[config.mk]
export PLATFORM = sky130hd
export DESIGN_NAME = can_test_mode_control
export DESIGN_NICKNAME = d
export VERILOG_FILES = /design/src/can_test_pkg.sv /design/src/can_test_mode_control.sv
export SDC_FILE = /design/constraint.sdc
export NUM_CORES = 1
export LEC_CHECK = 0
export CELL_PAD_IN_SITES_DETAIL_PLACEMENT = 0
export CELL_PAD_IN_SITES_GLOBAL_PLACEMENT = 1
export CORE_ASPECT_RATIO = 0.75
export CORE_MARGIN = 2
export CORE_UTILIZATION = 45
export DETAILED_ROUTE_END_ITERATION = 10
export DONT_BUFFER_PORTS = 1
export PLACE_DENSITY = 0.89
export SLEW_MARGIN = 20
export SYNTH_ARGS = -nofsm -noshare
export SYNTH_HDL_FRONTEND = slang
export SYNTH_SLANG_ARGS = --single-unit
[constraint.sdc]
create_clock -name clock -period 1.85 [get_ports clock]
set_input_delay 0.37 -clock clock [delete_from_list [all_inputs] [get_ports clock]]
set_output_delay 0.37 -clock clock [all_outputs]
set_load 0.05 [all_outputs]
[src/can_test_pkg.sv]
package can_test_pkg;

    // Register byte offsets on the Avalon-MM slave.
    localparam logic [3:0] CTRL_OFS = 4'h0;
    localparam logic [3:0] STATUS_OFS = 4'h4;
    localparam logic [3:0] IRQ_STATUS_OFS = 4'h8;
    localparam logic [3:0] IRQ_MASK_OFS = 4'hc;

    // Master control register fields.
    localparam int CONFIG_BIT = 0;
    localparam int TEST_LSB = 8;
    localparam int TEST_MSB = 10;
    localparam logic [2:0] TEST_RESET = 3'h0;

    // Interrupt status bit positions.
    localparam int IRQ_MSG_ERR_BIT = 13;
    localparam int IRQ_TX_ERR_BIT = 0;
    localparam int IRQ_RX_ERR_BIT = 1;
    localparam logic [15:0] IRQ_USED = 16'h2003;

    // Reset values.
    localparam logic [31:0] CTRL_RESET = 32'h0000_0001;
    localparam logic [7:0] CNT_RESET = 8'h00;
    localparam logic [7:0] CNT_MAX = 8'hff;

    // Test-mode encodings.
    typedef enum logic [2:0] {
        MODE_NORMAL = 3'h0,
        MODE_LISTEN = 3'h1,
        MODE_EXT_SELF = 3'h2,
        MODE_INT_SELF = 3'h3,
        MODE_WR_ERRCNT = 3'h4,
        MODE_ERR_PASSIVE = 3'h5
    } test_mode_t;

endpackage

[src/can_test_mode_control.sv]
// What this block does
// - Bits 10 to 8 of the master control register hold the test-mode select.
// - After reset the test-mode select reads zero, giving normal mode.
// - Codes 1 to 5 select listen-only, external self-test, internal self-test, write-error-counter and error-passive; 6 and 7 can be written and give normal mode.
// - The test-mode select may only be changed while in configuration mode.
// - In listen-only mode both error counters are cleared and held.
// - In listen-only mode the transmit output stays recessive.
// - In listen-only mode a bus message error sets interrupt flag bit 13.
// - In both self-test modes the block acknowledges its own frames.
// - In external self-test the transmit pin is driven and the receive pin sampled.
// - In internal self-test the transmit stream loops back to the receive path.
// - In internal self-test the transmit pin is recessive and the receive pin ignored.
//
// The Avalon-MM interface to the registers and the register offsets were chosen for this implementation.
module can_test_mode_control
    import can_test_pkg::*;
(
    input wire logic clock, // 100 MHz clock.
    input wire logic srst, // Synchronous reset, active high.
    input wire logic [3:0] avs_address, // Byte address.
    input wire logic avs_read, // Read request.
    input wire logic avs_write, // Write request.
    input wire logic [31:0] avs_writedata, // Write data.
    input wire logic [3:0] avs_byteenable, // Byte lanes.
    output logic [31:0] avs_readdata, // Read data.
    output logic avs_waitrequest, // Stall.
    input wire logic core_tx_bit, // Protocol core transmit bit.
    input wire logic core_ack_slot, // Core is in the acknowledge slot.
    input wire logic core_own_frame, // Core is sending its own frame.
    input wire logic core_tx_err, // Core transmit error event.
    input wire logic core_rx_err, // Core receive error event.
    input wire logic core_msg_err, // Core detected a message error.
    input wire logic can_rx_pin, // Receive pin, asynchronous.
    output logic can_tx_pin, // Transmit pin, 1 is recessive.
    output logic core_rx_bit, // Receive bit to the core.
    output logic self_ack, // Drive own acknowledge.
    output logic [7:0] tx_err_count, // Transmit error counter.
    output logic [7:0] rx_err_count, // Receive error counter.
    output logic [2:0] active_mode, // Mode in force.
    output logic irq // Level interrupt.
);

////////////////////////////////////////////////////////////////////////////
// Register bus.

    logic config_q;
    logic [2:0] test_sel_q;
    test_mode_t mode_q;
    logic [15:0] irq_status_q;
    logic [15:0] irq_mask_q;
    logic [31:0] rdata_q;
    logic wait_q;
    logic rx_s1_q;
    logic rx_s2_q;
    logic [7:0] tx_cnt_q;
    logic [7:0] rx_cnt_q;
    logic [15:0] irq_set_d;
    logic wr_ok;
    logic rd_ok;

    // One wait cycle per access. Read data is captured at the edge that first
    // sees the request, so it already stands while waitrequest is low.
    assign wr_ok = avs_write && !wait_q;
    assign rd_ok = avs_read && wait_q;

    // Waitrequest is low for exactly one cycle after the request is seen.
    always_ff @(posedge clock) begin
        if (srst) begin
            wait_q <= 1'b1;
        end else if ((avs_read || avs_write) && wait_q) begin
            wait_q <= 1'b0;
        end else begin
            wait_q <= 1'b1;
        end
    end
    assign avs_waitrequest = wait_q;

    // Configuration bit and test-mode select.
    always_ff @(posedge clock) begin
        if (srst) begin
            config_q <= CTRL_RESET[CONFIG_BIT];
            test_sel_q <= TEST_RESET;
        end else if (!wait_q && avs_write && avs_address == CTRL_OFS) begin
            if (avs_byteenable[0]) begin
                config_q <= avs_writedata[CONFIG_BIT];
            end
            // Writes outside configuration are dropped.
            if (avs_byteenable[1] && config_q) begin
                test_sel_q <= avs_writedata[TEST_MSB:TEST_LSB];
            end
        end
    end

    // The mode in force is loaded only while configuring.
    always_ff @(posedge clock) begin
        if (srst) begin
            mode_q <= MODE_NORMAL;
        end else if (config_q) begin
            case (test_sel_q)
                3'h1: mode_q <= MODE_LISTEN;
                3'h2: mode_q <= MODE_EXT_SELF;
                3'h3: mode_q <= MODE_INT_SELF;
                3'h4: mode_q <= MODE_WR_ERRCNT;
                3'h5: mode_q <= MODE_ERR_PASSIVE;
                default: mode_q <= MODE_NORMAL; // Forbidden codes act normal.
            endcase
        end
    end
    assign active_mode = mode_q;

    // Read mux; unmapped addresses read zero.
    always_ff @(posedge clock) begin
        if (srst) begin
            rdata_q <= 32'h0000_0000;
        end else if (rd_ok) begin
            case (avs_address)
                CTRL_OFS: rdata_q <= {21'h0, test_sel_q, 7'h0, config_q};
                STATUS_OFS: rdata_q <= {13'h0, mode_q, rx_cnt_q, tx_cnt_q};
                IRQ_STATUS_OFS: rdata_q <= {16'h0, irq_status_q};
                IRQ_MASK_OFS: rdata_q <= {16'h0, irq_mask_q};
                default: rdata_q <= 32'h0000_0000;
            endcase
        end
    end
    assign avs_readdata = rdata_q;

////////////////////////////////////////////////////////////////////////////
// Pin paths.

    // Two-flop synchroniser on the receive pin.
    always_ff @(posedge clock) begin
        if (srst) begin
            rx_s1_q <= 1'b1;
            rx_s2_q <= 1'b1;
        end else begin
            rx_s1_q <= can_rx_pin;
            rx_s2_q <= rx_s1_q;
        end
    end

    // Transmit pin: recessive in listen-only and internal loopback.
    always_ff @(posedge clock) begin
        if (srst || config_q) begin
            can_tx_pin <= 1'b1;
        end else if (mode_q == MODE_LISTEN) begin
            can_tx_pin <= 1'b1;
        end else if (mode_q == MODE_INT_SELF) begin
            can_tx_pin <= 1'b1;
        end else begin
            can_tx_pin <= core_tx_bit;
        end
    end

    // Receive path: loopback ignores the pin. The loopback skips the transmit
    // register and the pin synchroniser, so it is three cycles earlier than the bus path.
    always_ff @(posedge clock) begin
        if (srst) begin
            core_rx_bit <= 1'b1;
        end else if (mode_q == MODE_INT_SELF && !config_q) begin
            core_rx_bit <= core_tx_bit;
        end else begin
            core_rx_bit <= rx_s2_q;
        end
    end

    // Own acknowledge in both self-test modes.
    always_ff @(posedge clock) begin
        if (srst) begin
            self_ack <= 1'b0;
        end else begin
            self_ack <= !config_q && core_ack_slot && core_own_frame &&
                (mode_q == MODE_EXT_SELF || mode_q == MODE_INT_SELF);
        end
    end

////////////////////////////////////////////////////////////////////////////
// Error counters.

    // Counters saturate; listen-only clears and holds them.
    always_ff @(posedge clock) begin
        if (srst || (mode_q == MODE_LISTEN)) begin
            tx_cnt_q <= CNT_RESET;
            rx_cnt_q <= CNT_RESET;
        end else begin
            if (core_tx_err && tx_cnt_q != CNT_MAX) begin
                tx_cnt_q <= tx_cnt_q + 8'h01;
            end
            if (core_rx_err && rx_cnt_q != CNT_MAX) begin
                rx_cnt_q <= rx_cnt_q + 8'h01;
            end
        end
    end
    assign tx_err_count = tx_cnt_q;
    assign rx_err_count = rx_cnt_q;

////////////////////////////////////////////////////////////////////////////
// Interrupts.

    // Event sources into the sticky status.
    always_comb begin
        irq_set_d = 16'h0000;
        irq_set_d[IRQ_MSG_ERR_BIT] = core_msg_err && mode_q == MODE_LISTEN
            && !config_q;
        irq_set_d[IRQ_TX_ERR_BIT] = core_tx_err;
        irq_set_d[IRQ_RX_ERR_BIT] = core_rx_err;
    end

    // Write one to clear; a same-cycle event wins over the clear.
    always_ff @(posedge clock) begin
        if (srst) begin
            irq_status_q <= 16'h0000;
        end else if (wr_ok && avs_address == IRQ_STATUS_OFS) begin
            irq_status_q <= ((irq_status_q & ~avs_writedata[15:0])
                | irq_set_d) & IRQ_USED;
        end else begin
            irq_status_q <= irq_status_q | irq_set_d;
        end
    end

    // Mask register.
    always_ff @(posedge clock) begin
        if (srst) begin
            irq_mask_q <= 16'h0000;
        end else if (wr_ok && avs_address == IRQ_MASK_OFS) begin
            irq_mask_q <= avs_writedata[15:0] & IRQ_USED;
        end
    end

    // Registered level interrupt.
    always_ff @(posedge clock) begin
        if (srst) begin
            irq <= 1'b0;
        end else begin
            irq <= |(irq_status_q & irq_mask_q);
        end
    end

////////////////////////////////////////////////////////////////////////////
// Checks.

    property p_reset_mode;
        @(posedge clock) srst |=> (mode_q == MODE_NORMAL && test_sel_q == 3'h0);
    endproperty
    a_reset_mode: assert property (p_reset_mode)
        else $error("mode not normal after reset");

    property p_sel_locked;
        @(posedge clock) disable iff (srst)
            !config_q |=> $stable(test_sel_q);
    endproperty
    a_sel_locked: assert property (p_sel_locked)
        else $error("test select changed outside configuration");

    property p_mode_held;
        @(posedge clock) disable iff (srst)
            !config_q ##1 !config_q |-> $stable(mode_q);
    endproperty
    a_mode_held: assert property (p_mode_held)
        else $error("active mode changed outside configuration");

    property p_listen_cnt;
        @(posedge clock) disable iff (srst)
            mode_q == MODE_LISTEN |=> tx_cnt_q == 8'h00 && rx_cnt_q == 8'h00;
    endproperty
    a_listen_cnt: assert property (p_listen_cnt)
        else $error("error counters move in listen-only");

    property p_listen_tx;
        @(posedge clock) disable iff (srst)
            mode_q == MODE_LISTEN |=> can_tx_pin && !self_ack;
    endproperty
    a_listen_tx: assert property (p_listen_tx)
        else $error("transmit driven in listen-only");

    property p_msg_err;
        @(posedge clock) disable iff (srst)
            core_msg_err && mode_q == MODE_LISTEN && !config_q
            |=> irq_status_q[IRQ_MSG_ERR_BIT];
    endproperty
    a_msg_err: assert property (p_msg_err)
        else $error("message error flag not set");

    property p_self_ack;
        @(posedge clock) disable iff (srst)
            !config_q && core_ack_slot && core_own_frame &&
            (mode_q == MODE_EXT_SELF || mode_q == MODE_INT_SELF)
            ##1 !config_q |-> self_ack;
    endproperty
    a_self_ack: assert property (p_self_ack)
        else $error("own acknowledge missing in self-test");

    property p_ext_tx;
        @(posedge clock) disable iff (srst)
            mode_q == MODE_EXT_SELF && !config_q
            |=> can_tx_pin == $past(core_tx_bit);
    endproperty
    a_ext_tx: assert property (p_ext_tx)
        else $error("transmit pin not driven in external self-test");

    property p_loop;
        @(posedge clock) disable iff (srst)
            mode_q == MODE_INT_SELF && !config_q
            |=> core_rx_bit == $past(core_tx_bit);
    endproperty
    a_loop: assert property (p_loop)
        else $error("loopback path broken");

    property p_int_tx;
        @(posedge clock) disable iff (srst)
            mode_q == MODE_INT_SELF |=> can_tx_pin;
    endproperty
    a_int_tx: assert property (p_int_tx)
        else $error("transmit pin dominant in internal self-test");

endmodule

Word level (Yosys, flattened, before mapping)
Index checks and enable logic that the tools add are counted.
Widths: inputs -> output; s select.
- reduce and logical (&&, ||, !) cells: 27
- add/subtract/negate cells: 2
- bitwise logic cells: 5
- muxes and demuxes: 5
- equality and inequality tests: 13
- operators by type and width (operator ; number):
    $pmux 19 s4 ; 1
    $add 8x1->8 const B ; 2
    $and 16x14->16 ; 1
    $ne 8x8->1 const B ; 2
    $or 16x14->16 ; 1
    $reduce_or 16->1 ; 1
    $logic_and 1x1->1 ; 15
    $pmux 3 s5 ; 1
    $and 14x14->14 ; 1
    $mux 14 ; 1
    $not 14->14 ; 1
    $or 14x14->14 ; 1
    $eq 3x2->1 const B ; 4
    $eq 4x4->1 const B ; 2
    $eq 3x1->1 const B ; 2
    $eq 3x3->1 const B ; 2
    $eq 4x3->1 const B ; 1
    $logic_not 4->1 ; 1
    $logic_or 1x1->1 ; 4
    $reduce_and 2->1 ; 2
    $reduce_or 3->1 ; 1
    $logic_not 1->1 ; 2
    $mux 1 ; 2
    $reduce_or 2->1 ; 1
- word-level logic and storage cells: 68
- output and inout bits: 56
- input port bits: 51
- register bits after elaboration: 81

Longest topological paths before layout
- word-level depth: 5
- depth in mapped cells: 5
- gate-level depth less buffers: 5

Least setup slack after synthesis
No wires, ideal clock.
- path type: reg-to-reg
- start point: register mode_q[0], in the netlist active_mode[0]
- end point: register irq_status_q[13]
- clock period less this slack: 1635 ps
- cell stages (with the launch flop): 5
- setup time: 58 ps
- required time: 1792 ps
- data arrival time: 1577 ps
- path slack: 215 ps
- buffers on the path: 1
- cell sequence: dfxtp_1 -> or3b_1 -> buf_2 -> nor4b_1 -> a31o_2
- cells in the longest elaborated chain, start to end: 5
- elaborated cells on any way between the ends: 6
- classes of those cells: eq/ne (1); mux (1); bitwise (2); reduce/logical (2)
- RTL lines (element ; line ; text):
    start, declared ; can_test_mode_control.sv:48 ; test_mode_t mode_q;
    start signal, assigned ; can_test_mode_control.sv:97 ; mode_q <= MODE_NORMAL;
    start signal, assigned ; can_test_mode_control.sv:100 ; 3'h1: mode_q <= MODE_LISTEN;
    start signal, assigned ; can_test_mode_control.sv:101 ; 3'h2: mode_q <= MODE_EXT_SELF;
    $eq 3x1->1 * ; can_test_mode_control.sv:202 ; irq_set_d[IRQ_MSG_ERR_BIT] = core_msg_err && mode_q == MODE_LISTEN
    $logic_and 1x1->1 * ; can_test_mode_control.sv:202 ;
    $logic_and 1x1->1 * ; can_test_mode_control.sv:203 ; && !config_q;
    $or 16x14->16 or $or 14x14->14 (tied branches) ; can_test_mode_control.sv:216, can_test_mode_control.sv:214 ;
    $mux 14 * ; can_test_mode_control.sv:212 ; end else if (wr_ok && avs_address == IRQ_STATUS_OFS) begin
    end signal, assigned ; can_test_mode_control.sv:213 ; irq_status_q <= ((irq_status_q & ~avs_writedata[15:0])
    end signal, assigned ; can_test_mode_control.sv:216 ; irq_status_q <= irq_status_q | irq_set_d;
    end, declared ; can_test_mode_control.sv:49 ; logic [15:0] irq_status_q;
Every way passes the cells marked *; elsewhere a longest branch is shown, timed or not.
A chain may end at the register's enable or synchronous reset.

Worst setup path in the final report
- start point: register wait_q, in the netlist avs_waitrequest
- end point: register config_q
- cells in the longest elaborated chain, start to end: 4
- RTL lines (element ; line ; text):
    start, declared ; can_test_mode_control.sv:52 ; logic wait_q;
    start signal, assigned ; can_test_mode_control.sv:69 ; wait_q <= 1'b1;
    start signal, assigned ; can_test_mode_control.sv:71 ; wait_q <= 1'b0;
    start signal, assigned ; can_test_mode_control.sv:73 ; wait_q <= 1'b1;
    $logic_not 1->1 ; can_test_mode_control.sv:83 ; end else if (!wait_q && avs_write && avs_address == CTRL_OFS) begin
    $logic_and 1x1->1 (2 in a row) ; can_test_mode_control.sv:83 ;
    $reduce_and 2->1 (no line) ; - ;
    end signal, assigned ; can_test_mode_control.sv:81 ; config_q <= CTRL_RESET[CONFIG_BIT];
    end signal, assigned ; can_test_mode_control.sv:85 ; config_q <= avs_writedata[CONFIG_BIT];
    end, declared ; can_test_mode_control.sv:46 ; logic config_q;
No other way between the ends.

==> results.toml <==
[worst_setup_path]
critical_path_required_ns = 2.05
path_class = "register to register"
crit_fanout = 10
worst_setup_path_end_kind = "register"
crit_arrival_ns = 1.73
start_kind = "register"
r2r_slack_ns = 0.32

[clock_tree]
clkTransAtPathRegs_ns = 0.10
cts_sinks = 55
hold_buffers = 0
cts_setup_buffers = 0
cts_max_path_buffers = 2
cts_tree = "yes"
cts-buffers-inserted = 5
clk_latency_ns = 0.30
clockRootBuffer = "clkbuf_8"
htreeDepth = 2
cts-resized-gates = 0

[floorplan]
fp.dieW_um = 91.14
io_pins = 107
die_y_um = 69.35
start_util_pct = 47.36
core-area_um2 = 5410
num_rows = 23
die-area_um2 = 6320

[routing]
drtAntennaViolNets = 0
dr_total_vias = 2154
wl_per_cell_um = 16.77
vias_per_cell = 5.869
wl_mm = 6.156
drt_pass1_iterations = 4
drt_iter0_drc = 165
drc_errors = 0

[job]
drv_cap = 0

[power]
power_density_nw_per_um2 = 797.4
vdd_drop_max_mv = 0.4658
p_leak_nw = 1.022

[cells_and_area]
final_cells = 367
seq_area_um2 = 1101
drive_gt1_share_pct = 15.07
final_area_um2 = 2828
fillers = 513
area_growth_pct = 10.35
nets = 346
multiInputGateArea_um2 = 1292
n_antenna_cell = 0

[status]
status = "finished clean"

[timing]
finalSetupViolations = 0
clock_skew_ns = 0.01027
finalMaxSlewViolations = 0
finalHoldViolCount = 0
fin_crit_sh_pct = 82.80
grt_setup_unrepaired = "false"
setup_tns_ns = 0
slew_headroom_pct = 63.74
holdWs_ns = 0.1200
finalCriticalPeriod_ns = 1.532
tightest_slew_ns = 0.5416
setup_slack_ns = 0.3183
fmax_mhz = 652.9

[placed_design]
routabilityCongestion = 0.8479
hpwl_mm = 4.453
port_buffers = 0
dpl-instance-area_um2 = 2713
place_ws_ns = 0.3428
place_inst = 359

[logic_synthesis]
synth_top_family_by_area = "simple AND/OR/NAND/NOR gates"
synth_fa_ha_area_share_pct = 2.344
seq_area_frac_synth_pct = 42.97
synth-async-reset-ratio_pct = 0
ys_warn_count = 0
synth_compound_area_share_pct = 16.94
synth-edff-count = 0
synth_area_leader_cell = "dfxtp_1"
synth-xor-area-share_pct = 0
synthFlopType = "dfxtp_1"
synth_area_per_cell_um2 = 9.217
synthMuxAreaShare_pct = 6.982
ys_types = 52
synth-seq-cells = 55
yosys-top-cells-count = "55 x dfxtp_1, 18 x nand3_1, 17 x nor2_1, 15 x a21oi_1, 14 x nand2_1"
synth_area_leaders = "dfxtp_1 43%, a32oi_1 4.4%, mux2i_1 3.9%, buf_4 3.8%, nand3_1 3.5%"
synth_most_common_cell = "dfxtp_1"
netlist_instances = 278
synthesis.area_um2 = 2562
synth_top_area_share_pct = 42.97
yosys.area_share.simple_pct = 22.27

[global_route]
overflow = 0
grt.total_usage_pct = 19.49
grt_pass1_wl_mm = 10.11
grt_pass1_vias = 1974
grt_max_degree = 37
antenna_found_initial = 0

[hold_path]
holdCritPathClass = "input port to register"
power breakdown:
| group | total, mW | switching (mW) | internal [mW] |
|---|---|---|---|
| clock | 0.811 | 0.403 | 0.408 |
| combinational | 0.217 | 0.161 | 0.0567 |
| sequential | 1.23 | 0.0252 | 1.20 |
| total | 2.25 | 0.589 | 1.67 |
placed cells by master, fill, tap and decap left out, types with 2 or more instances in the layout:
| master | synthesis | routed |
|---|---|---|
| a211oi_1 | 5 | 5 |
| a21oi_1 | 15 | 15 |
| a22oi_1 | 2 | 2 |
| a311oi_1 | 5 | 5 |
| a31oi_1 | 2 | 2 |
| a32oi_1 | 13 | 13 |
| a41oi_1 | 2 | 2 |
| and2_1 | 3 | 3 |
| and3_1 | 3 | 3 |
| and4_1 | 2 | 2 |
| buf_4 | 13 | 25 |
| clkbuf_8 | 0 | 5 |
| conb_1 | 1 | 13 |
| dfxtp_1 | 55 | 55 |
| ha_1 | 4 | 4 |
| inv_1 | 10 | 10 |
| mux2_2 | 5 | 5 |
| mux2i_1 | 10 | 10 |
| nand2_1 | 14 | 14 |
| nand2b_1 | 2 | 2 |
| nand3_1 | 18 | 18 |
| nand3b_1 | 6 | 6 |
| nand4_1 | 9 | 9 |
| nor2_1 | 17 | 17 |
| nor2b_1 | 2 | 2 |
| nor3_1 | 3 | 3 |
| nor3b_1 | 2 | 2 |
| nor4_1 | 4 | 4 |
| nor4b_1 | 2 | 2 |
| nor4bb_1 | 2 | 2 |
| o21ai_0 | 10 | 10 |
| or2_2 | 2 | 2 |
stage by stage:
step | power (mW) | utilization, %
floorplan | 1.463 | -
global placement | 1.466 | 50.14
detailed placement | 1.469 | 50.14
CTS | 2.275 | 52.27
global route | 2.343 | 52.27
finish | 2.255 | 52.27
final cells by class:
type                       instances  area share [%]
multi-input combinational        194           45.71
sequential                        55           38.94
timing repair buffer              25           6.637
tap                               75           3.319
clock buffer                       5           2.434
clock inverter                     3           1.637
inverter                          10           1.327
state kept, by name (all words and copies together) (netlist names):
| register | count |
|---|---|
| avs_readdata | 19 |
| rx_s2_q | 1 |
| rx_err_count | 8 |
| irq_status_q | 3 |
| core_rx_bit | 1 |
| self_ack | 1 |
| irq_mask_q | 3 |
| active_mode | 3 |
| rx_s1_q | 1 |
| irq | 1 |
| can_tx_pin | 1 |
| avs_waitrequest | 1 |
| test_sel_q | 3 |
| config_q | 1 |
| tx_err_count | 8 |
critical path, stage by stage (launching register included):
cell and delay, ns:
dfxtp_1 0.43, nor4b_4 0.52, a21boi_1 0.13, a311o_1 0.34
kinds of logic (layout without fill, tap and decap cells):
kind of cell	Yosys count	after routing
AO/OA/AOI/OAI	62	62
adder cells (fa/ha/maj)	5	5
buffers and inverters	41	43
flip-flops	55	55
multiplexers	16	16
other	1	13
AND/OR/NAND/NOR	98	98
worst paths after layout:
| path | cells after the start | to | from |
|---|---|---|---|
| max | 3 | config_q | avs_waitrequest |
| min | 1 | test_sel_q[2] | srst |
| max reg2reg | 3 | config_q | avs_waitrequest |
| min reg2reg | 1 | rx_s2_q | rx_s1_q |
per-layer routing:
| layer | global-route usage, % | wire [um] | up-vias |
|---|---|---|---|
| li1 | - | - | 1037 |
| met1 | 27.40 | 2832 | 1030 |
| met2 | 29.63 | 2751 | 85 |
| met3 | 6.413 | 552 | 2 |
| met4 | 3.367 | 19 | 0 |
| met5 | 0 | 0 | - |
(Power assumes the default switching activity.)
